**src/design/ipc_params.svh**
```systemverilog
`ifndef IPC_PARAMS_SVH
`define IPC_PARAMS_SVH

// Sizes
`define IPC_NSLOT       16
`define IPC_NPIN        7
`define IPC_NEST_DEPTH  4
`define IPC_PTR_W       3
`define IPC_SLOT_W      4
`define IPC_VEC_W       16

// Pin bits in the synchronised edge vector
`define IPC_PIN0        0
`define IPC_PIN1        1
`define IPC_PIN2        2
`define IPC_PIN3        3
`define IPC_PIN4        4
`define IPC_PIN5        5
`define IPC_PIN_NMI     6

// Default priority slots (0 ranks highest)
`define IPC_SLOT_P0     4'h0
`define IPC_SLOT_P1     4'h1
`define IPC_SLOT_P2     4'h2
`define IPC_SLOT_P3     4'h3
`define IPC_SLOT_WA     4'h4
`define IPC_SLOT_WB     4'h5
`define IPC_SLOT_1A     4'h6
`define IPC_SLOT_1B     4'h7
`define IPC_SLOT_2B     4'h8
`define IPC_SLOT_P4T3   4'h9
`define IPC_SLOT_P5AD   4'ha
`define IPC_SLOT_2A     4'hb
`define IPC_SLOT_RXE    4'hc
`define IPC_SLOT_RX     4'hd
`define IPC_SLOT_TX     4'he
`define IPC_SLOT_CSI    4'hf

// Vector table addresses
`define IPC_VEC_NMI     16'h0002
`define IPC_VEC_BRK     16'h003e
`define IPC_VEC_P0      16'h0006
`define IPC_VEC_P1      16'h0008
`define IPC_VEC_P2      16'h000a
`define IPC_VEC_P3      16'h000c
`define IPC_VEC_WA      16'h0014
`define IPC_VEC_WB      16'h0016
`define IPC_VEC_1A      16'h0018
`define IPC_VEC_1B      16'h001a
`define IPC_VEC_2B      16'h001c
`define IPC_VEC_P4T3    16'h000e
`define IPC_VEC_P5AD    16'h0010
`define IPC_VEC_2A      16'h0012
`define IPC_VEC_RXE     16'h0020
`define IPC_VEC_RX      16'h0022
`define IPC_VEC_TX      16'h0024
`define IPC_VEC_CSI     16'h0026

`endif

```
**src/design/ipc_pkg.sv**
```systemverilog
package ipc_pkg;

    // Service entry and return sequencer states
    typedef enum logic [2:0]
    {
        ST_IDLE,
        ST_PUSH_PSW,
        ST_PUSH_PC,
        ST_FETCH,
        ST_POP_PC,
        ST_POP_PSW
    } ipc_state_t;

    // Level of a service held on the nesting stack
    typedef enum logic [1:0]
    {
        LV_LOW,
        LV_HIGH,
        LV_NMI,
        LV_SW
    } ipc_level_t;

endpackage

```
**src/design/ipc_edge_if.sv**
```systemverilog
`timescale 1ns/100ps
`default_nettype none

// Raw pins in, one-cycle edge pulses out
interface ipc_edge_if #(parameter int W = 1);
    logic [W-1:0] pin_raw;      // Asynchronous pin levels
    logic [W-1:0] edge_pulse;   // Rising edge seen, one cycle

    modport det  (input pin_raw, output edge_pulse);
    modport user (output pin_raw, input edge_pulse);
endinterface

`default_nettype wire

```
**src/design/ipc_edge_det.sv**
```systemverilog
`timescale 1ns/100ps
`default_nettype none

module ipc_edge_det #(parameter int W = 1)
(
    input  wire logic   clk,
    input  wire logic   rst,
    ipc_edge_if.det     pins
);

    logic [W-1:0] s1_q;     // First synchroniser stage
    logic [W-1:0] s2_q;     // Second synchroniser stage
    logic [W-1:0] s3_q;     // Previous synchronised level
    logic [W-1:0] edge_q;   // Registered rising edge

    // ------------------------------------------------------------
    // Synchroniser and edge detector
    // ------------------------------------------------------------
    // Only s2_q reads s1_q, so metastability stays in one stage
    always_ff @(posedge clk)
    begin
        if (rst)
        begin
            s1_q   <= '0;
            s2_q   <= '0;
            s3_q   <= '0;
            edge_q <= '0;
        end
        else
        begin
            s1_q   <= pins.pin_raw;
            s2_q   <= s1_q;
            s3_q   <= s2_q;
            edge_q <= s2_q & ~s3_q;
        end
    end

    assign pins.edge_pulse = edge_q;

endmodule

`default_nettype wire

```
**src/design/ipc_top.sv**
```systemverilog
`timescale 1ns/100ps
`default_nettype none
`include "ipc_params.svh"

module ipc_top import ipc_pkg::*;
(
    input  wire logic           CLK,
    input  wire logic           SYS_RST,
    input  wire logic           NMI_PIN,
    input  wire logic           EXT_PIN0_REQUEST,
    input  wire logic           EXT_PIN1_REQUEST,
    input  wire logic           EXT_PIN2_REQUEST,
    input  wire logic           EXT_PIN3_REQUEST,
    input  wire logic           EXT_PIN4_REQUEST,
    input  wire logic           EXT_PIN5_REQUEST,
    input  wire logic           WIDE_TIMER_MATCH_A_REQUEST,
    input  wire logic           WIDE_TIMER_MATCH_B_REQUEST,
    input  wire logic           TIMER_ONE_MATCH_A_REQUEST,
    input  wire logic           TIMER_ONE_MATCH_B_REQUEST,
    input  wire logic           TIMER_TWO_MATCH_A_REQUEST,
    input  wire logic           TIMER_TWO_MATCH_B_REQUEST,
    input  wire logic           TIMER_THREE_MATCH_REQUEST,
    input  wire logic           CONVERSION_DONE_REQUEST,
    input  wire logic           ASYNC_RX_ERROR_REQUEST,
    input  wire logic           ASYNC_RX_DONE_REQUEST,
    input  wire logic           ASYNC_TX_DONE_REQUEST,
    input  wire logic           CSI_DONE_REQUEST,
    input  wire logic           BREAK_INSTRUCTION,
    input  wire logic [15:0]    LEVEL_HIGH,
    input  wire logic [15:0]    MASK,
    input  wire logic [15:0]    MACRO_SEL,
    input  wire logic           GLOBAL_IE,
    input  wire logic           SEL_SLOT9_TIMER,
    input  wire logic           SEL_SLOT10_CONV,
    input  wire logic           CPU_READY,
    input  wire logic           RETURN_FROM_SERVICE,
    input  wire logic           MACRO_DONE,
    input  wire logic           MACRO_LAST,
    output logic                STACK_PUSH,
    output logic                STACK_POP,
    output logic                STACK_PSW,
    output logic                VECTOR_FETCH,
    output logic [15:0]         VECTOR_ADDR,
    output logic                MACRO_REQ,
    output logic [3:0]          MACRO_SLOT,
    output logic [15:0]         PENDING,
    output logic                NMI_IN_SERVICE,
    output logic                TIMER_ONE_CAPTURE,
    output logic                TIMER_TWO_CAPTURE,
    output logic                TIMER_TWO_COUNT,
    output logic                WIDE_TIMER_CAPTURE,
    output logic                CONVERSION_START
);

    // ------------------------------------------------------------
    // Declarations
    // ------------------------------------------------------------
    ipc_edge_if #(.W(`IPC_NPIN)) pin_edges ();     // Pin edge carrier

    logic [`IPC_NPIN-1:0]   pin_ev;         // Synchronised pin edges
    logic [`IPC_NSLOT-1:0]  slot_evt;       // Request pulse per slot
    logic [`IPC_NSLOT-1:0]  pend_q;         // Latched requests
    logic [`IPC_NSLOT-1:0]  force_vec_q;    // Macro ended, serve vectored
    logic                   nmi_pend_q;     // Latched non-maskable edge
    logic                   brk_pend_q;     // Latched break request
    ipc_state_t             st_q;           // Entry/return sequencer
    ipc_level_t             nest_q [`IPC_NEST_DEPTH];  // Nesting stack
    logic [`IPC_PTR_W-1:0]  ptr_q;          // Nesting depth
    logic                   macro_busy_q;   // Macro transfer running
    logic [`IPC_SLOT_W-1:0] macro_slot_q;   // Slot under macro service
    logic [15:0]            vec_q;          // Vector address to fetch
    logic                   hi_busy;        // High or NMI in service
    logic                   lo_busy;        // Any maskable/NMI in service
    logic                   nmi_busy;       // NMI in service
    logic [`IPC_NSLOT-1:0]  elig;           // Slot may be taken now
    logic [`IPC_NSLOT-1:0]  as_macro;       // Slot served as macro
    logic                   win_any;        // Some slot wins
    logic [`IPC_SLOT_W-1:0] win_slot;       // Winning slot
    logic                   can_take;       // Sequencer free to accept
    logic                   take_nmi;       // Accept NMI this cycle
    logic                   take_brk;       // Accept break this cycle
    logic                   take_slot;      // Accept a slot this cycle
    logic                   take_vec;       // Any vectored acceptance
    logic                   start_ret;      // Begin return sequence
    ipc_level_t             take_lvl;       // Level pushed on accept

    // ------------------------------------------------------------
    // Pin synchronisers and edge detectors
    // ------------------------------------------------------------
    assign pin_edges.pin_raw = {NMI_PIN, EXT_PIN5_REQUEST,
                                EXT_PIN4_REQUEST, EXT_PIN3_REQUEST,
                                EXT_PIN2_REQUEST, EXT_PIN1_REQUEST,
                                EXT_PIN0_REQUEST};

    ipc_edge_det #(.W(`IPC_NPIN)) u_edges
    (
        .clk  (CLK),
        .rst  (SYS_RST),
        .pins (pin_edges.det)
    );

    assign pin_ev = pin_edges.edge_pulse;

    // Edge pulses double as timer and converter triggers
    assign TIMER_ONE_CAPTURE  = pin_ev[`IPC_PIN0];
    assign TIMER_TWO_CAPTURE  = pin_ev[`IPC_PIN1];
    assign TIMER_TWO_COUNT    = pin_ev[`IPC_PIN2];
    assign WIDE_TIMER_CAPTURE = pin_ev[`IPC_PIN3];
    assign CONVERSION_START   = pin_ev[`IPC_PIN5];

    // ------------------------------------------------------------
    // Source to default priority slot mapping
    // ------------------------------------------------------------
    always_comb
    begin
        slot_evt = '0;
        slot_evt[`IPC_SLOT_P0] = pin_ev[`IPC_PIN0];
        slot_evt[`IPC_SLOT_P1] = pin_ev[`IPC_PIN1];
        slot_evt[`IPC_SLOT_P2] = pin_ev[`IPC_PIN2];
        slot_evt[`IPC_SLOT_P3] = pin_ev[`IPC_PIN3];
        slot_evt[`IPC_SLOT_WA] = WIDE_TIMER_MATCH_A_REQUEST;
        slot_evt[`IPC_SLOT_WB] = WIDE_TIMER_MATCH_B_REQUEST;
        slot_evt[`IPC_SLOT_1A] = TIMER_ONE_MATCH_A_REQUEST;
        slot_evt[`IPC_SLOT_1B] = TIMER_ONE_MATCH_B_REQUEST;
        slot_evt[`IPC_SLOT_2B] = TIMER_TWO_MATCH_B_REQUEST;
        // Shared slots: the unselected source is ignored
        slot_evt[`IPC_SLOT_P4T3] = SEL_SLOT9_TIMER ?
            TIMER_THREE_MATCH_REQUEST : pin_ev[`IPC_PIN4];
        slot_evt[`IPC_SLOT_P5AD] = SEL_SLOT10_CONV ?
            CONVERSION_DONE_REQUEST : pin_ev[`IPC_PIN5];
        slot_evt[`IPC_SLOT_2A]  = TIMER_TWO_MATCH_A_REQUEST;
        slot_evt[`IPC_SLOT_RXE] = ASYNC_RX_ERROR_REQUEST;
        slot_evt[`IPC_SLOT_RX]  = ASYNC_RX_DONE_REQUEST;
        slot_evt[`IPC_SLOT_TX]  = ASYNC_TX_DONE_REQUEST;
        slot_evt[`IPC_SLOT_CSI] = CSI_DONE_REQUEST;
    end

    // ------------------------------------------------------------
    // Levels now in service, from the nesting stack
    // ------------------------------------------------------------
    always_comb
    begin
        hi_busy  = 1'b0;
        lo_busy  = 1'b0;
        nmi_busy = 1'b0;
        for (int i = 0; i < `IPC_NEST_DEPTH; i++)
        begin
            if (ptr_q > 3'(i))
            begin
                case (nest_q[i])
                    LV_NMI:
                    begin
                        nmi_busy = 1'b1;
                        hi_busy  = 1'b1;
                        lo_busy  = 1'b1;
                    end
                    LV_HIGH:
                    begin
                        hi_busy = 1'b1;
                        lo_busy = 1'b1;
                    end
                    LV_LOW:  lo_busy = 1'b1;
                    default: ;  // Break does not block maskables
                endcase
            end
        end
    end

    // ------------------------------------------------------------
    // Arbiter
    // ------------------------------------------------------------
    // Macro requests skip the level hold; vectored ones need IE
    always_comb
    begin
        as_macro = MACRO_SEL & ~force_vec_q;
        for (int s = 0; s < `IPC_NSLOT; s++)
        begin
            elig[s] = pend_q[s] & ~MASK[s] &
                      (as_macro[s] |
                       (GLOBAL_IE & (LEVEL_HIGH[s] ? ~hi_busy
                                                   : ~lo_busy)));
        end
    end

    // High level wins first, then lowest slot number
    always_comb
    begin
        win_any  = 1'b0;
        win_slot = '0;
        for (int s = `IPC_NSLOT - 1; s >= 0; s--)
        begin
            if (elig[s] & ~LEVEL_HIGH[s])
            begin
                win_any  = 1'b1;
                win_slot = 4'(s);
            end
        end
        for (int s = `IPC_NSLOT - 1; s >= 0; s--)
        begin
            if (elig[s] & LEVEL_HIGH[s])
            begin
                win_any  = 1'b1;
                win_slot = 4'(s);
            end
        end
    end

    // Return first, then NMI, then break, then maskable slots
    assign can_take  = (st_q == ST_IDLE) & ~macro_busy_q &
                       (ptr_q != 3'(`IPC_NEST_DEPTH));
    assign start_ret = (st_q == ST_IDLE) & RETURN_FROM_SERVICE &
                       (ptr_q != '0);
    assign take_nmi  = can_take & ~start_ret &
                       nmi_pend_q & ~nmi_busy;
    assign take_brk  = can_take & ~start_ret & ~take_nmi &
                       brk_pend_q;
    assign take_slot = can_take & ~start_ret & ~take_nmi &
                       ~take_brk & win_any;
    assign take_vec  = take_nmi | take_brk |
                       (take_slot & ~as_macro[win_slot]);
    assign take_lvl  = take_nmi ? LV_NMI :
                       take_brk ? LV_SW  :
                       LEVEL_HIGH[win_slot] ? LV_HIGH : LV_LOW;

    // Vector address of each slot
    function automatic logic [15:0] slot_vec(input logic [3:0] s);
        case (s)
            `IPC_SLOT_P0:   slot_vec = `IPC_VEC_P0;
            `IPC_SLOT_P1:   slot_vec = `IPC_VEC_P1;
            `IPC_SLOT_P2:   slot_vec = `IPC_VEC_P2;
            `IPC_SLOT_P3:   slot_vec = `IPC_VEC_P3;
            `IPC_SLOT_WA:   slot_vec = `IPC_VEC_WA;
            `IPC_SLOT_WB:   slot_vec = `IPC_VEC_WB;
            `IPC_SLOT_1A:   slot_vec = `IPC_VEC_1A;
            `IPC_SLOT_1B:   slot_vec = `IPC_VEC_1B;
            `IPC_SLOT_2B:   slot_vec = `IPC_VEC_2B;
            `IPC_SLOT_P4T3: slot_vec = `IPC_VEC_P4T3;
            `IPC_SLOT_P5AD: slot_vec = `IPC_VEC_P5AD;
            `IPC_SLOT_2A:   slot_vec = `IPC_VEC_2A;
            `IPC_SLOT_RXE:  slot_vec = `IPC_VEC_RXE;
            `IPC_SLOT_RX:   slot_vec = `IPC_VEC_RX;
            `IPC_SLOT_TX:   slot_vec = `IPC_VEC_TX;
            default:        slot_vec = `IPC_VEC_CSI;
        endcase
    endfunction

    // ------------------------------------------------------------
    // Request latches
    // ------------------------------------------------------------
    // A new event in the clearing cycle keeps the request pending
    always_ff @(posedge CLK)
    begin
        if (SYS_RST)
        begin
            pend_q <= '0;
        end
        else
        begin
            for (int s = 0; s < `IPC_NSLOT; s++)
            begin
                if (slot_evt[s] |
                    (MACRO_DONE & MACRO_LAST & macro_busy_q &
                     (macro_slot_q == 4'(s))))
                    pend_q[s] <= 1'b1;
                else if (take_slot & (win_slot == 4'(s)))
                    pend_q[s] <= 1'b0;
            end
        end
    end

    // Last macro transfer turns the next service vectored
    always_ff @(posedge CLK)
    begin
        if (SYS_RST)
        begin
            force_vec_q <= '0;
        end
        else
        begin
            for (int s = 0; s < `IPC_NSLOT; s++)
            begin
                if (MACRO_DONE & MACRO_LAST & macro_busy_q &
                    (macro_slot_q == 4'(s)))
                    force_vec_q[s] <= 1'b1;
                else if (take_slot & (win_slot == 4'(s)))
                    force_vec_q[s] <= 1'b0;
            end
        end
    end

    // Non-maskable and break latches
    always_ff @(posedge CLK)
    begin
        if (SYS_RST)
        begin
            nmi_pend_q <= 1'b0;
            brk_pend_q <= 1'b0;
        end
        else
        begin
            if (pin_ev[`IPC_PIN_NMI])
                nmi_pend_q <= 1'b1;
            else if (take_nmi)
                nmi_pend_q <= 1'b0;
            if (BREAK_INSTRUCTION)
                brk_pend_q <= 1'b1;
            else if (take_brk)
                brk_pend_q <= 1'b0;
        end
    end

    // ------------------------------------------------------------
    // Macro service channel
    // ------------------------------------------------------------
    always_ff @(posedge CLK)
    begin
        if (SYS_RST)
        begin
            macro_busy_q <= 1'b0;
            macro_slot_q <= '0;
        end
        else if (take_slot & as_macro[win_slot])
        begin
            macro_busy_q <= 1'b1;
            macro_slot_q <= win_slot;
        end
        else if (MACRO_DONE)
        begin
            macro_busy_q <= 1'b0;
        end
    end

    // ------------------------------------------------------------
    // Nesting stack
    // ------------------------------------------------------------
    always_ff @(posedge CLK)
    begin
        if (SYS_RST)
        begin
            ptr_q <= '0;
            for (int i = 0; i < `IPC_NEST_DEPTH; i++)
                nest_q[i] <= LV_LOW;
        end
        else if (take_vec)
        begin
            nest_q[ptr_q[1:0]] <= take_lvl;
            ptr_q              <= ptr_q + 3'h1;
        end
        else if ((st_q == ST_POP_PSW) & CPU_READY)
        begin
            ptr_q <= ptr_q - 3'h1;
        end
    end

    // ------------------------------------------------------------
    // Entry and return sequencer
    // ------------------------------------------------------------
    always_ff @(posedge CLK)
    begin
        if (SYS_RST)
        begin
            st_q  <= ST_IDLE;
            vec_q <= '0;
        end
        else
        begin
            case (st_q)
                ST_IDLE:
                begin
                    if (start_ret)
                        st_q <= ST_POP_PC;
                    else if (take_vec)
                    begin
                        st_q  <= ST_PUSH_PSW;
                        vec_q <= take_nmi ? `IPC_VEC_NMI :
                                 take_brk ? `IPC_VEC_BRK :
                                 slot_vec(win_slot);
                    end
                end
                ST_PUSH_PSW: if (CPU_READY) st_q <= ST_PUSH_PC;
                ST_PUSH_PC:  if (CPU_READY) st_q <= ST_FETCH;
                ST_FETCH:    if (CPU_READY) st_q <= ST_IDLE;
                ST_POP_PC:   if (CPU_READY) st_q <= ST_POP_PSW;
                ST_POP_PSW:  if (CPU_READY) st_q <= ST_IDLE;
                default:     st_q <= ST_IDLE;
            endcase
        end
    end

    // ------------------------------------------------------------
    // Outputs
    // ------------------------------------------------------------
    assign STACK_PUSH     = (st_q == ST_PUSH_PSW) | (st_q == ST_PUSH_PC);
    assign STACK_POP      = (st_q == ST_POP_PC) | (st_q == ST_POP_PSW);
    assign STACK_PSW      = (st_q == ST_PUSH_PSW) | (st_q == ST_POP_PSW);
    assign VECTOR_FETCH   = (st_q == ST_FETCH);
    assign VECTOR_ADDR    = vec_q;
    assign MACRO_REQ      = macro_busy_q;
    assign MACRO_SLOT     = macro_slot_q;
    assign PENDING        = pend_q;
    assign NMI_IN_SERVICE = nmi_busy;

endmodule

`default_nettype wire

```
**config.mk**
```make
export PLATFORM = sky130hd
export DESIGN_NAME = ipc_top
export DESIGN_NICKNAME = d
export VERILOG_FILES = /design/src/design/ipc_pkg.sv /design/src/design/ipc_edge_if.sv /design/src/design/ipc_edge_det.sv /design/src/design/ipc_top.sv
export VERILOG_INCLUDE_DIRS = /design/src /design/src/design
export SDC_FILE = /design/constraint.sdc
export NUM_CORES = 1
export LEC_CHECK = 0
export BUFFER_PORTS_ARGS = -buffer_cell sky130_fd_sc_hd__buf_2
export CAP_MARGIN = 20
export CORE_ASPECT_RATIO = 1.1
export CORE_MARGIN = 2
export CORE_UTILIZATION = 24
export DETAILED_ROUTE_END_ITERATION = 7
export PLACE_DENSITY = 0.48
export SKIP_LAST_GASP = 1
export SYNTH_ARGS = -nofsm -noshare
export SYNTH_HDL_FRONTEND = slang
export SYNTH_SLANG_ARGS = --single-unit
```
**constraint.sdc**
```tcl
create_clock -name CLK -period 14 [get_ports CLK]
set_clock_uncertainty 0.15 [all_clocks]
set_input_delay 2.8 -clock CLK [delete_from_list [all_inputs] [get_ports CLK]]
set_output_delay 2.8 -clock CLK [all_outputs]
set_load 0.01 [all_outputs]
```
# Word-level counts from Yosys, hierarchy flattened
# Memories as Yosys holds them, arrays and structs flattened.
# Index checks and enable logic that the tools add are counted.
# classes
magnitude_cmp	5
bitwise_logic	209
n_mux	186
reduce_logical	56
n_addsub	2
n_eq_ne	49
# ops
cell	count
two-way mux 1 bit	137
AND 1 bit	128
two-way mux 4 bit	32
nonzero test 2 bit	36
equality test 4 bit (second input constant)	16
inverter 1 bit	40
bitwise OR 1 bit	37
equality test 4 x 3 -> 1 bit (second input constant)	8
two-way mux 16 bit	2
two-way mux 3 bit	8
AND 16 bit	1
equality test 4 x 2 -> 1 bit (second input constant)	4
inverter 16 bit	1
one-hot mux 3 bit (5 select lines)	1
OR reduction 2 bit	6
OR reduction 3 bit	4
binary-select mux 1 bit (select 4 bit)	2
equality test 2 x 1 -> 1 bit (second input constant)	4
equality test 2 bit (second input constant)	4
equality test 4 x 1 -> 1 bit (second input constant)	2
zero test 2 bit	4
zero test 4 bit	2
two-way mux 2 bit	4
AND 7 bit	1
other kinds (16)	23
# word_totals
n_memories	2
ram_bits	8
regBits	89
output_inout_bits	47
mem_bits_ro	80
# mem_list
name	depth	width	rd	rd_clocked_by_memory_dff	write_ports	line_no	text
(no name shown)	16	5	1	0	0	ipc_top.sv:227	case (s)
nest_q	4	2	4	0	4	ipc_top.sv:67	ipc_level_t nest_q [`IPC_NEST_DEPTH];

# Logic depth before layout (Yosys ltp)
# Gate-level depths: netlist of the first run.
# An unclocked memory read counts as a cell.
# depth
word_depth	59
depth_mapped	20
ltp_nobuf	17

# Modules after synthesis
# A second synthesis of the first run with hierarchy kept.
# hier_totals
cells_unflattened	627
area_unflattened_um2	5427.7
# modules_own_cells
mod	cells_per_inst	n_inst	seq_area_each_um2	area_each_um2
ipc_top	568	1	1241.2	4620.7
ipc_edge_det	59	1	560.5	807.0

# Worst setup path before layout of the first run
# No wires, ideal clock.
# synth_timing
path_type	input -> register
start	input GLOBAL_IE
end	memory nest_q[1][0] (netlist name), enable pin
stages	15
arrival_ns	5.857
setup_ns	0.261
slack_ns	7.732
t_required_ns	13.589
cell_sequence	o2111a_1 buf_4 a31oi_4 nor2_2 o32a_1 o21ai_4 nor3_4 o31ai_4 mux2_4 o41a_1 o21a_1 buf_6 nor2_2 buf_6 o21ai_1
# synth_lines
element	line_no	text
start: declaration	ipc_top.sv:32	input wire logic GLOBAL_IE,
end: declaration	ipc_top.sv:67	

==> results of run 1 <==
-- registers in the layout, indices dropped and copies added (netlist names), 4 cells and up --
signal / flops
PENDING: 16
force_vec_q: 16
nest_q: 8
u_edges.pins.edge_pulse: 7
u_edges.s1_q: 7
u_edges.s2_q: 7
u_edges.s3_q: 7
VECTOR_ADDR: 5
MACRO_SLOT: 4
-- cells by family (layout without fill, tap and decap cells) --
logic type | count (synthesis) | after routing | share of synthesized area
flops | 86 | 86 | 0.326
buf+inv | 65 | 157 | 0.0604
simple gates | 258 | 258 | 0.258
compound gates | 205 | 205 | 0.279
fa+ha+maj | 19 | 19 | 0.0430
other cells | 1 | 13 | 0.000678
mux | 14 | 14 | 0.0269
xor+xnor | 4 | 4 | 0.00633
-- worst max path at each step --
stage	end	slack (ns)	startpoint
after floorplan	nest_q[1][0]	7.73	GLOBAL_IE
after global placement	VECTOR_ADDR[4]	6.80	GLOBAL_IE
after detailed placement	VECTOR_ADDR[4]	6.83	GLOBAL_IE
after CTS	VECTOR_ADDR[4]	7.21	GLOBAL_IE
after global routing	nest_q[1][1]	6.86	GLOBAL_IE
final	nest_q[1][1]	7.15	GLOBAL_IE
-- worst max-delay path, stage by stage --
cell                       delay (ns)
sky130_fd_sc_hd__buf_2           0.13
sky130_fd_sc_hd__o2111a_1        0.48
sky130_fd_sc_hd__a31oi_1         0.17
sky130_fd_sc_hd__nor2_1          0.19
sky130_fd_sc_hd__a21oi_1         0.07
sky130_fd_sc_hd__nor4_1          0.39
sky130_fd_sc_hd__nor2_1          0.16
sky130_fd_sc_hd__o31ai_4         0.58
sky130_fd_sc_hd__mux2_4          0.36
sky130_fd_sc_hd__o41a_1          0.43
sky130_fd_sc_hd__o21a_1          0.27
sky130_fd_sc_hd__nor2_2          0.51
sky130_fd_sc_hd__o21ai_1         0.21
-- routing by layer --
metal | part of all wire | up-vias | track usage
li1 | - | 2575 | -
met1 | 0.46 | 2548 | 0.218
met2 | 0.46 | 178 | 0.255
met3 | 0.055 | 26 | 0.0282
met4 | 0.021 | 0 | 0.0541
met5 | 0 | - | 0
-- cells in the mapped netlist, drive strengths merged, types with 4 or more instances --
cell,number
dfxtp,78
a211oi,8
ha,19
nor3b,13
buf,21
and3,5
nand2,61
o22ai,4
a22oi,10
o21ai,36
nand3,7
clkbuf,17
o211ai,6
a21oi,41
nand3b,11
mux2,4
nand2b,17
a31o,7
and3b,6
nor3,20
or3b,5
a31oi,22
nor2,47
mux2i,10
edfxtp,8
and2,5
nor4,5
nor2b,45
o31ai,14
inv,27
a221oi,6
o31a,6
-- power by group --
group          switching (mW)  internal (mW)
Sequential             0.0383          0.278
Combinational           0.299          0.164
Clock                   0.109          0.139
-- per-stage QoR --
step	utilization	hold WS, ns	power [mW]
after floorplan	-	0.217	0.656
after global placement	0.276	0.220	0.787
after detailed placement	0.276	0.223	0.784
after CTS	0.290	0.232	1.04
after global routing	0.290	0.238	1.10
final	0.290	0.228	1.03
-- layout make-up --
type,count,share of cell area
sequential,86,0.273
timing repair buffer,114,0.0872
inverter,27,0.0153
clock buffer,11,0.0400
multi-input combinational,511,0.520
tap,300,0.0568
antenna,2,0.000758
clock inverter,5,0.00720
==> insert_results.sql, run 1 <==
INSERT INTO impl_metrics (metric_group, metric, value, unit) VALUES
('outcome', 'run_status', 'finished, final reports clean', ''),
('synth', 'synth_top_area_share', '0.282', ''),
('layout', 'area.growth.synth_to_final', '19.4', '%'),
('timing', 'finalWorstPathRequiredPeriod', '6.85', 'ns'),
('timing', 'fin_tns_setup', '0', 'ns'),
('die', 'rows', '58', ''),
('routing', 'first_iter_violations', '382', ''),
('placed_design', 'port_buffer_cells', '112', ''),
('timing', 'final_critical_path_setup_slack', '7.15', 'ns'),
('layout', 'layout.nets', '845', ''),
('layout', 'commonest_non_fill_non_tap_cell_in_the_layout', 'sky130_fd_sc_hd__buf_2', ''),
('flow_run', 'max-cap-violations', '0', ''),
('layout', 'multi_input_comb_area', '0.00343', 'mm²'),
('worst_hold_path', 'holdPathStages', '1', ''),
('synth', 'number_of_enable_type_register_cells_in_the_synthesized_netlist', '8', ''),
('placed_design', 'placement_stage_cell_area', '0.00629', 'mm²'),
('synth', 'register_bit_count_reported_by_yosys', '86', ''),
('clock_tree', 'worst_setup_hold_path_clk_slew', '0.07', 'ns'),
('pwr', 'power_density', '156', 'mW/mm²'),
('routing', 'drt_drc_violations_left', '0', ''),
('layout', 'instances_no_fill', '1056', ''),
('clock_tree', 'cts_max_path_buffers', '2', ''),
('synth', 'post_synth_inst_count', '652', ''),
('global_routing', 'overall_track_demand_over_capacity_in_global_routing', '0.160', ''),
('critical_path', 'worstReg2RegEnd', 'nest_q[1][1]', ''),
('critical_path', 'r2r_setup_slack', '8.33', 'ns'),
('critical_path', 'setup.worst_path.class', 'in2reg', ''),
('clock_tree', 'numCtsBuffers', '9', ''),
('die', 'floorplan.core_area', '0.0228', 'mm²'),
('synth', 'netlist_area', '0.00553', 'mm²'),
('clock_tree', 'cts_num_sinks', '86', ''),
('synth', 'synth_top_cells_by_area', 'sky130_fd_sc_hd__dfxtp_1 (28%), sky130_fd_sc_hd__nor2b_1 (5.1%), sky130_fd_sc_hd__edfxtp_1 (4.3%), sky130_fd_sc_hd__ha_1 (4.3%), sky130_fd_sc_hd__nand2_1 (4.1%)', ''),
('critical_path', 'start_kind', 'input port', ''),
('die', 'chipHeight', '163', 'µm'),
('routing', 'drt-pass1-iter-count', '5', ''),
('worst_hold_path', 'timing.hold.worst_endpoint', 'u_edges.pins.edge_pulse[1]', ''),
('timing', 'fmaxAchievable', '0.146', 'GHz'),
('synth', 'synth-seq-area-share', '0.326', ''),
('critical_path', 'worst_path_arrival_time', '6.78', 'ns'),
('layout', 'layout.cells.most_common_list', 'sky130_fd_sc_hd__buf_2 (112), sky130_fd_sc_hd__dfxtp_1 (78), sky130_fd_sc_hd__nand2_1 (61)', ''),
('clock_tree', 'worstSkewPairLatency', '0.35', 'ns'),
('die', 'floorplan.die.width', '149', 'µm'),
('critical_path', 'worstPathMaxFanout', '12', ''),
('placed_design', 'hpwl', '15.6', 'mm'),
('die', 'initial_cell_density_of_the_core', '0.243', ''),
('synth', 'netlist.top_cell.by_area', 'sky130_fd_sc_hd__dfxtp_1', ''),
('timing', 'rsz0062_at_grt', 'no', ''),
('global_routing', 'pin_count_of_the_biggest_net_entering_global_routing', '75', ''),
('routing', 'route.final.wire_length', '19.6', 'mm'),
('global_routing', 'number_of_antenna_violations_at_the_first_check_in_global_routing', '2', ''),
('worst_hold_path', 'timing.hold.worst.class', 'reg2reg', ''),
('layout', 'final-seq-area', '0.00180', 'mm²'),
('worst_hold_path', 'min_from', 'u_edges.s3_q[1]', ''),
('layout', 'finalInstanceArea', '0.00660', 'mm²'),
('timing', 'finalSetupViolations', '0', ''),
('layout', 'layout-drive-gt1-share', '0.232', ''),
('timing', 'final_cycle_utilization_of_the_critical_path', '0.490', ''),
('clock_tree', 'cts_tree', 'done', ''),
('pwr', 'total_leakage_power', '2.71', 'nW'),
('placed_design', 'number_of_placed_cells_counting_well_taps', '1038', ''),
('layout', 'n_fill_cell', '2491', ''),
('timing', 'worst_pin_slew', '0.972', 'ns'),
('pwr', 'irDropWorstVdd', '0.0000602', 'V'),
('critical_path', 'worst_r2r_path_depth', '14', ''),
('critical_path', 'endpoint_kind', 'flop', ''),
('critical_path', 'reg2reg_from', 'ptr_q[1]', ''),
('synth', 'syn_area_per_cell', '8.48', 'µm²'),
('routing', 'detailroute.via_count', '5327', ''),
('clock_tree', 'postCtsResizedCells', '0', ''),
('timing', 'hold_violations', '0', ''),
('global_routing', 'total_grt_overflow', '0', '');
(Power assumes the default switching activity.)
==> inputs of run 2 (changes only) <==
--- a/config.mk
+++ b/config.mk
@@ -6,6 +6,7 @@
 export SDC_FILE = /design/constraint.sdc
 export NUM_CORES = 1
 export LEC_CHECK = 0
+export ABC_AREA = 1
 export BUFFER_PORTS_ARGS = -buffer_cell sky130_fd_sc_hd__buf_2
 export CAP_MARGIN = 20
 export CORE_ASPECT_RATIO = 1.1
==> constraint.sdc (replaced) <==
create_clock -name CLK -period 6.7 [get_ports CLK]
set_clock_uncertainty 0.15 [all_clocks]
set_input_delay 1.34 -clock CLK [delete_from_list [all_inputs] [get_ports CLK]]
set_output_delay 1.34 -clock CLK [all_outputs]
set_load 0.01 [all_outputs]
==> insert_results.sql, run 2 <==
INSERT INTO impl_metrics (metric_group, metric, value, unit) VALUES
('critical_path', 'endpoint_kind', 'flop', ''),
('clock_tree', 'cts_num_sinks', '86', ''),
('clock_tree', 'ctsHoldBuffers', '0', ''),
('global_routing', 'number_of_antenna_violations_at_the_first_check_in_global_routing', '0', ''),
('pwr', 'power_density', '325', 'mW/mm²'),
('synth', 'count_of_different_cell_masters_after_synthesis', '34', ''),
('timing', 'fmaxAchievable', '0.179', 'GHz'),
('layout', 'finalInstanceArea', '0.00622', 'mm²'),
('synth', 'register_bit_count_reported_by_yosys', '86', ''),
('synth', 'async_flop_share', '0', ''),
('layout', 'area.growth.synth_to_final', '21.2', '%'),
('timing', 'hold_violations', '0', ''),
('timing', 'final_cycle_utilization_of_the_critical_path', '0.833', ''),
('synth', 'synth_top_cells_by_area', 'sky130_fd_sc_hd__dfxtp_1 (30%), sky130_fd_sc_hd__nand2_1 (18%), sky130_fd_sc_hd__nor2_1 (10%), sky130_fd_sc_hd__inv_1 (8.6%), sky130_fd_sc_hd__nand3_1 (5.9%)', ''),
('synth', 'synth-seq-area-share', '0.351', ''),
('layout', 'layout-drive-gt1-share', '0.152', ''),
('clock_tree', 'cts_max_path_buffers', '2', ''),
('placed_design', 'dp_worst_setup_slack', '1.14', 'ns'),
('synth', 'synthMostInstantiatedCell', 'sky130_fd_sc_hd__nand2_1', ''),
('timing', 'worst_slew_margin_rel', '0.480', ''),
('clock_tree', 'postCtsSetupRepairBufs', '0', ''),
('synth', 'syn_area_per_cell', '6.23', 'µm²'),
('global_routing', 'global_route.usage.met3', '0.0268', ''),
('global_routing', 'busiest_layer', 'met2', ''),
('synth', 'synth.cells.most_frequent', 'sky130_fd_sc_hd__nand2_1 (248), sky130_fd_sc_hd__nor2_1 (141), sky130_fd_sc_hd__inv_1 (118), sky130_fd_sc_hd__dfxtp_1 (78), sky130_fd_sc_hd__nand3_1 (60)', ''),
('global_routing', 'total_grt_overflow', '0', ''),
('global_routing', 'grt_util_met1', '0.199', ''),
('timing', 'final.hold.worst_slack', '0.236', 'ns'),
('layout', 'commonest_non_fill_non_tap_cell_in_the_layout', 'sky130_fd_sc_hd__nand2_1', ''),
('clock_tree', 'postCtsResizedCells', '0', ''),
('flow_run', 'max-cap-violations', '0', ''),
('die', 'chipHeight', '157', 'µm'),
('synth', 'number_of_enable_type_register_cells_in_the_synthesized_netlist', '8', ''),
('timing', 'finalMaxSlewViolations', '0', ''),
('clock_tree', 'clk_root_buffer_cell', 'sky130_fd_sc_hd__clkbuf_16', ''),
('die', 'die-area', '0.0226', 'mm²'),
('pwr', 'irDropWorstVdd', '0.000116', 'V'),
('critical_path', 'crit_path_max_incr_delay', '0.38', 'ns'),
('timing', 'worst_pin_slew', '0.780', 'ns'),
('synth', 'synth.yosys.warnings', '0', ''),
('die', 'initial_cell_density_of_the_core', '0.242', ''),
('die', 'rows', '56', ''),
('placed_design', 'port_buffer_cells', '112', ''),
('routing', 'drt-vias-per-instance', '4.32', ''),
('routing', 'detailroute.via_count', '5296', ''),
('layout', 'instances_no_fill', '1226', ''),
('timing', 'final_critical_path_setup_slack', '1.12', 'ns'),
('clock_tree', 'numCtsBuffers', '9', ''),
('layout', 'antenna_cells', '0', ''),
('routing', 'drt_drc_violations_left', '0', ''),
('global_routing', 'overall_track_demand_over_capacity_in_global_routing', '0.150', ''),
('routing', 'drt-pass1-iter-count', '5', ''),
('global_routing', 'global_route_met2_utilization', '0.249', ''),
('synth', 'synth_top_area_share', '0.304', ''),
('outcome', 'run_status', 'finished, final reports clean', ''),
('critical_path', 'worst_path_arrival_time', '5.46', 'ns'),
('worst_hold_path', 'timing.hold.worst.class', 'reg2reg', ''),
('critical_path', 'setup.worst_path.class', 'reg2reg', ''),
('timing', 'fin_tns_setup', '0', 'ns'),
('critical_path', 'timing.critical_path.mode_cell', 'sky130_fd_sc_hd__nand2_1', ''),
('critical_path', 'worstPathMaxFanout', '26', ''),
('clock_tree', 'worst_setup_hold_path_clk_slew', '0.07', 'ns'),
('clock_tree', 'clock_tree.htree_level_count', '3', ''),
('timing', 'rsz0062_at_grt', 'no', ''),
('layout', 'layout.nets', '1027', ''),
('global_routing', 'pin_count_of_the_biggest_net_entering_global_routing', '73', ''),
('pwr', 'total_leakage_power', '3.19', 'nW'),
('synth', 'ys.flop_type', 'sky130_fd_sc_hd__dfxtp_1', ''),
('layout', 'multi_input_comb_area', '0.00275', 'mm²'),
('clock_tree', 'cts_tree', 'done', ''),
('layout', 'n_fill_cell', '2448', ''),
('timing', 'finalWorstPathRequiredPeriod', '5.58', 'ns'),
('layout', 'layout.cells.most_common_list', 'sky130_fd_sc_hd__nand2_1 (248), sky130_fd_sc_hd__nor2_1 (141), sky130_fd_sc_hd__inv_1 (118)', ''),
('synth', 'netlist.top_cell.by_area', 'sky130_fd_sc_hd__dfxtp_1', ''),
('critical_path', 'critical-path-slowest-cell', 'sky130_fd_sc_hd__dfxtp_1', ''),
('placed_design', 'placement_stage_cell_area', '0.00593', 'mm²'),
('critical_path', 'worst_path_required_time', '6.58', 'ns'),
('routing', 'final_antenna_net_count', '0', ''),
('routing', 'detail_routed_net_length_per_standard_cell', '13.8', 'µm'),
('clock_tree', 'worstSkewPairLatency', '0.35', 'ns'),
('timing', 'finalSetupViolations', '0', ''),
('die', 'floorplan.core_area', '0.0212', 'mm²'),
('routing', 'route.final.wire_length', '16.9', 'mm'),
('global_routing', 'grt_pass1_wl', '25.8', 'mm'),
('placed_design', 'gp_routability_congestion', '0.852', ''),
('placed_design', 'number_of_placed_cells_counting_well_taps', '1210', ''),
('synth', 'post_synth_inst_count', '824', ''),
('layout', 'final-seq-area', '0.00180', 'mm²'),
('die', 'floorplan.die.width', '143', 'µm'),
('die', 'num_io_pins', '124', ''),
('routing', 'first_iter_violations', '351', ''),
('global_routing', 'first_global_vias', '4874', ''),
('placed_design', 'hpwl', '13.6', 'mm'),
('critical_path', 'start_kind', 'flop', ''),
('synth', 'netlist_area', '0.00513', 'mm²');
==> run 2: per-layer routing <==
layer	wire (µm)	up-vias
li1	-	2774
met1	7930	2374
met2	7860	134
met3	930	14
met4	204	0
met5	0	-
==> run 2: cells by family (layout without fill, tap and decap cells) <==
logic type / Yosys count / after routing / share of synthesized area
compound gates: 91 / 91 / 0.0949
flops: 86 / 86 / 0.351
xor+xnor: 2 / 2 / 0.00341
fa+ha+maj: 19 / 19 / 0.0463
buf+inv: 146 / 248 / 0.120
other cells: 1 / 11 / 0.000731
simple gates: 479 / 479 / 0.384
==> run 2: path summary, 6_finish.rpt <==
path                   startpoint                         end  slack, ns  depth (start not counted)
setup / recovery         ptr_q[0]                nest_q[2][1]       1.12                         52
hold / removal    u_edges.s3_q[2]  u_edges.pins.edge_pulse[2]       0.24                          1
setup reg to reg         ptr_q[0]                nest_q[2][1]       1.12                         52
hold reg to reg   u_edges.s3_q[2]  u_edges.pins.edge_pulse[2]       0.24                          1
==> run 2: critical path, delay by kind of cell (launching register included) <==
| kind | cells | cell delay, ns |
|---|---|---|
| AND/OR/NAND/NOR | 47 | 3.77 |
| adder cells (fa/ha/maj) | 1 | 0.25 |
| flip-flops | 1 | 0.38 |
| buffers and inverters | 3 | 0.40 |
| AO/OA/AOI/OAI | 1 | 0.29 |
==> run 2: report_power, final <==
| part | total [mW] | internal [mW] | switching, mW | leakage, nW |
|---|---|---|---|---|
| registers | 0.637 | 0.579 | 0.0573 | 0.722 |
| clock network | 0.486 | 0.260 | 0.226 | 0.141 |
| logic | 0.900 | 0.275 | 0.625 | 2.33 |
==> run 2: layout make-up <==
type	instances	area share
multi-input combinational	602	0.443
sequential	86	0.290
timing repair buffer	113	0.0913
inverter	119	0.0718
tap	290	0.0584
clock buffer	9	0.0362
clock inverter	7	0.00986
==> run 2: through the flow <==
step	power [mW]	util
2_1_floorplan	1.29	-
3_3_place_gp	1.55	0.280
3_5_place_dp	1.55	0.280
4_1_cts	2.05	0.294
5_1_grt	2.20	0.294
6_report	2.02	0.294
==> inputs of run 3 (changes only) <==
==> constraint.sdc (replaced) <==
create_clock -name CLK -period 5.47 [get_ports CLK]
set_clock_uncertainty 0.15 [all_clocks]
set_input_delay 1.094 -clock CLK [delete_from_list [all_inputs] [get_ports CLK]]
set_output_delay 1.094 -clock CLK [all_outputs]
set_load 0.01 [all_outputs]
==> insert_results.sql, run 3 (synthesis gave the netlist of run 2 again) <==
INSERT INTO impl_metrics (metric_group, metric, value, unit) VALUES
('timing', 'final.hold.worst_slack', '0.235', 'ns'),
('placed_design', 'placement_stage_cell_area', '0.00598', 'mm²'),
('die', 'floorplan.die.width', '143', 'µm'),
('timing', 'finalSetupViolations', '0', ''),
('clock_tree', 'numCtsBuffers', '9', ''),
('pwr', 'power.total', '2.69', 'mW'),
('critical_path', 'crit_buf_inv', '6', ''),
('timing', 'finalMaxSlewViolations', '0', ''),
('die', 'initial_cell_density_of_the_core', '0.242', ''),
('routing', 'route.final.wire_length', '17.0', 'mm'),
('routing', 'drt-pass1-iter-count', '5', ''),
('critical_path', 'timing.critical_path.mode_cell', 'sky130_fd_sc_hd__nand2_1', ''),
('routing', 'final_antenna_net_count', '0', ''),
('critical_path', 'critical-path-slowest-cell', 'sky130_fd_sc_hd__dfxtp_1', ''),
('layout', 'commonest_non_fill_non_tap_cell_in_the_layout', 'sky130_fd_sc_hd__nand2_1', ''),
('placed_design', 'hpwl', '13.7', 'mm'),
('critical_path', 'worst_path_required_time', '5.34', 'ns'),
('flow_run', 'max-cap-violations', '0', ''),
('timing', 'finalWorstPathRequiredPeriod', '4.93', 'ns'),
('global_routing', 'grt_pass1_wl', '25.6', 'mm'),
('global_routing', 'overall_track_demand_over_capacity_in_global_routing', '0.148', ''),
('routing', 'drt-vias-per-instance', '4.28', ''),
('layout', 'finalInstanceArea', '0.00640', 'mm²'),
('die', 'chipHeight', '157', 'µm'),
('pwr', 'power_density', '420', 'mW/mm²'),
('layout', 'layout-drive-gt1-share', '0.167', ''),
('routing', 'drt_drc_violations_left', '0', ''),
('layout', 'area.growth.synth_to_final', '24.8', '%'),
('worst_hold_path', 'timing.hold.worst.class', 'reg2reg', ''),
('placed_design', 'number_of_placed_cells_counting_well_taps', '1216', ''),
('clock_tree', 'cts_max_path_buffers', '2', ''),
('global_routing', 'number_of_antenna_violations_at_the_first_check_in_global_routing', '0', ''),
('critical_path', 'worstPathMaxFanout', '8', ''),
('die', 'die-area', '0.0226', 'mm²'),
('global_routing', 'first_global_vias', '4827', ''),
('timing', 'final_cycle_utilization_of_the_critical_path', '0.901', ''),
('critical_path', 'crit_path_max_incr_delay', '0.37', 'ns'),
('clock_tree', 'worstSkewPairLatency', '0.35', 'ns'),
('layout', 'layout.cells.most_common_list', 'sky130_fd_sc_hd__nand2_1 (247), sky130_fd_sc_hd__nor2_1 (140), sky130_fd_sc_hd__inv_1 (116)', ''),
('critical_path', 'path_delay_family', 'simple AND/OR/NAND/NOR gates', ''),
('clock_tree', 'clk_root_buffer_cell', 'sky130_fd_sc_hd__clkbuf_16', ''),
('placed_design', 'port_buffer_cells', '112', ''),
('timing', 'worst_slew_margin_rel', '0.475', ''),
('critical_path', 'worst_path_arrival_time', '4.80', 'ns'),
('global_routing', 'pin_count_of_the_biggest_net_entering_global_routing', '72', ''),
('outcome', 'run_status', 'finished, final reports clean', ''),
('global_routing', 'total_grt_overflow', '0', ''),
('pwr', 'total_leakage_power', '3.28', 'nW'),
('clock_tree', 'clock_tree.htree_level_count', '3', ''),
('layout', 'antenna_cells', '0', ''),
('layout', 'instances_no_fill', '1237', ''),
('routing', 'detailroute.via_count', '5296', ''),
('clock_tree', 'cts_tree', 'done', ''),
('die', 'num_io_pins', '124', ''),
('clock_tree', 'cts_num_sinks', '86', ''),
('layout', 'multi_input_comb_area', '0.00281', 'mm²'),
('routing', 'detail_routed_net_length_per_standard_cell', '13.8', 'µm'),
('die', 'floorplan.core_area', '0.0212', 'mm²'),
('critical_path', 'endpoint_kind', 'flop', ''),
('layout', 'layout.nets', '1039', ''),
('pwr', 'irDropWorstVdd', '0.000153', 'V'),
('clock_tree', 'ctsHoldBuffers', '0', ''),
('timing', 'hold_violations', '0', ''),
('placed_design', 'gp_routability_congestion', '0.841', ''),
('die', 'rows', '56', ''),
('critical_path', 'setup.worst_path.class', 'reg2reg', ''),
('layout', 'final-seq-area', '0.00180', 'mm²'),
('layout', 'n_fill_cell', '2440', ''),
('timing', 'worst_pin_slew', '0.787', 'ns'),
('routing', 'first_iter_violations', '311', ''),
('timing', 'fin_tns_setup', '0', 'ns'),
('timing', 'fmaxAchievable', '0.203', 'GHz'),
('clock_tree', 'worst_setup_hold_path_clk_slew', '0.06', 'ns'),
('critical_path', 'start_kind', 'flop', '');
==> run 3: changes by cell type in the layout (fill, tap and decap cells not counted), sizes merged <==
cell      previous run  this run
buf                113       123
inv                124       120
bufinv               0         2
nand2              252       254
clkbuf               9        10
clkinv               1         2
clkinvlp             1         0
==> run 3: per-layer routing <==
layer  vias to the layer above  GRT usage  share of wire
met1                      2367      0.196           0.47
met4                         0     0.0439          0.017
met3                        14     0.0316          0.057
li1                       2793          -              -
met5                         -          0              0
met2                       122      0.242           0.46
==> run 3: final timing paths <==
path | startpoint | to | slack [ns] | cells after the start
worst min-delay path | u_edges.s3_q[2] | u_edges.pins.edge_pulse[2] | 0.23 | 1
worst min register to register | u_edges.s3_q[2] | u_edges.pins.edge_pulse[2] | 0.23 | 1
worst max-delay path | ptr_q[0] | nest_q[3][0] | 0.54 | 35
worst max register to register | ptr_q[0] | nest_q[3][0] | 0.54 | 35
==> run 3: layout make-up <==
type / instances / share of cell area
Timing Repair Buffer: 123 / 0.104
Tap cell: 290 / 0.0567
Inverter: 119 / 0.0697
Multi-Input combinational cell: 604 / 0.439
Clock buffer: 10 / 0.0357
Sequential cell: 86 / 0.282
Clock inverter: 5 / 0.0131
==> run 3: stage by stage <==
step                utilization  setup WS, ns
finish                    0.303         0.542
global route              0.303      -0.00310
CTS                       0.297         0.253
detailed placement        0.282         0.269
global placement          0.282         0.321
floorplan                     -         0.958
==> run 3: worst register-to-register path: cells and delay by family (launching register included) <==
kind | cells | cell delay (ns)
AO/OA/AOI/OAI | 6 | 0.90
buffers and inverters | 6 | 0.69
flip-flops | 1 | 0.37
AND/OR/NAND/NOR | 22 | 2.30
adder cells (fa/ha/maj) | 1 | 0.21
==> run 3: what timing repair did <==
item | in CTS | in global routing
endpoints found under the hold margin | 0 | 0
setup buffers | 0 | 4
resized for setup | 0 | 11
setup endpoints to repair | 0 | 56
==> run 3: report_power, final <==
group / internal, mW / switching [mW] / total [mW]
sequential: 0.711 / 0.0728 / 0.784
clock: 0.399 / 0.254 / 0.653
combinational: 0.451 / 0.800 / 1.25
total: 1.56 / 1.13 / 2.69
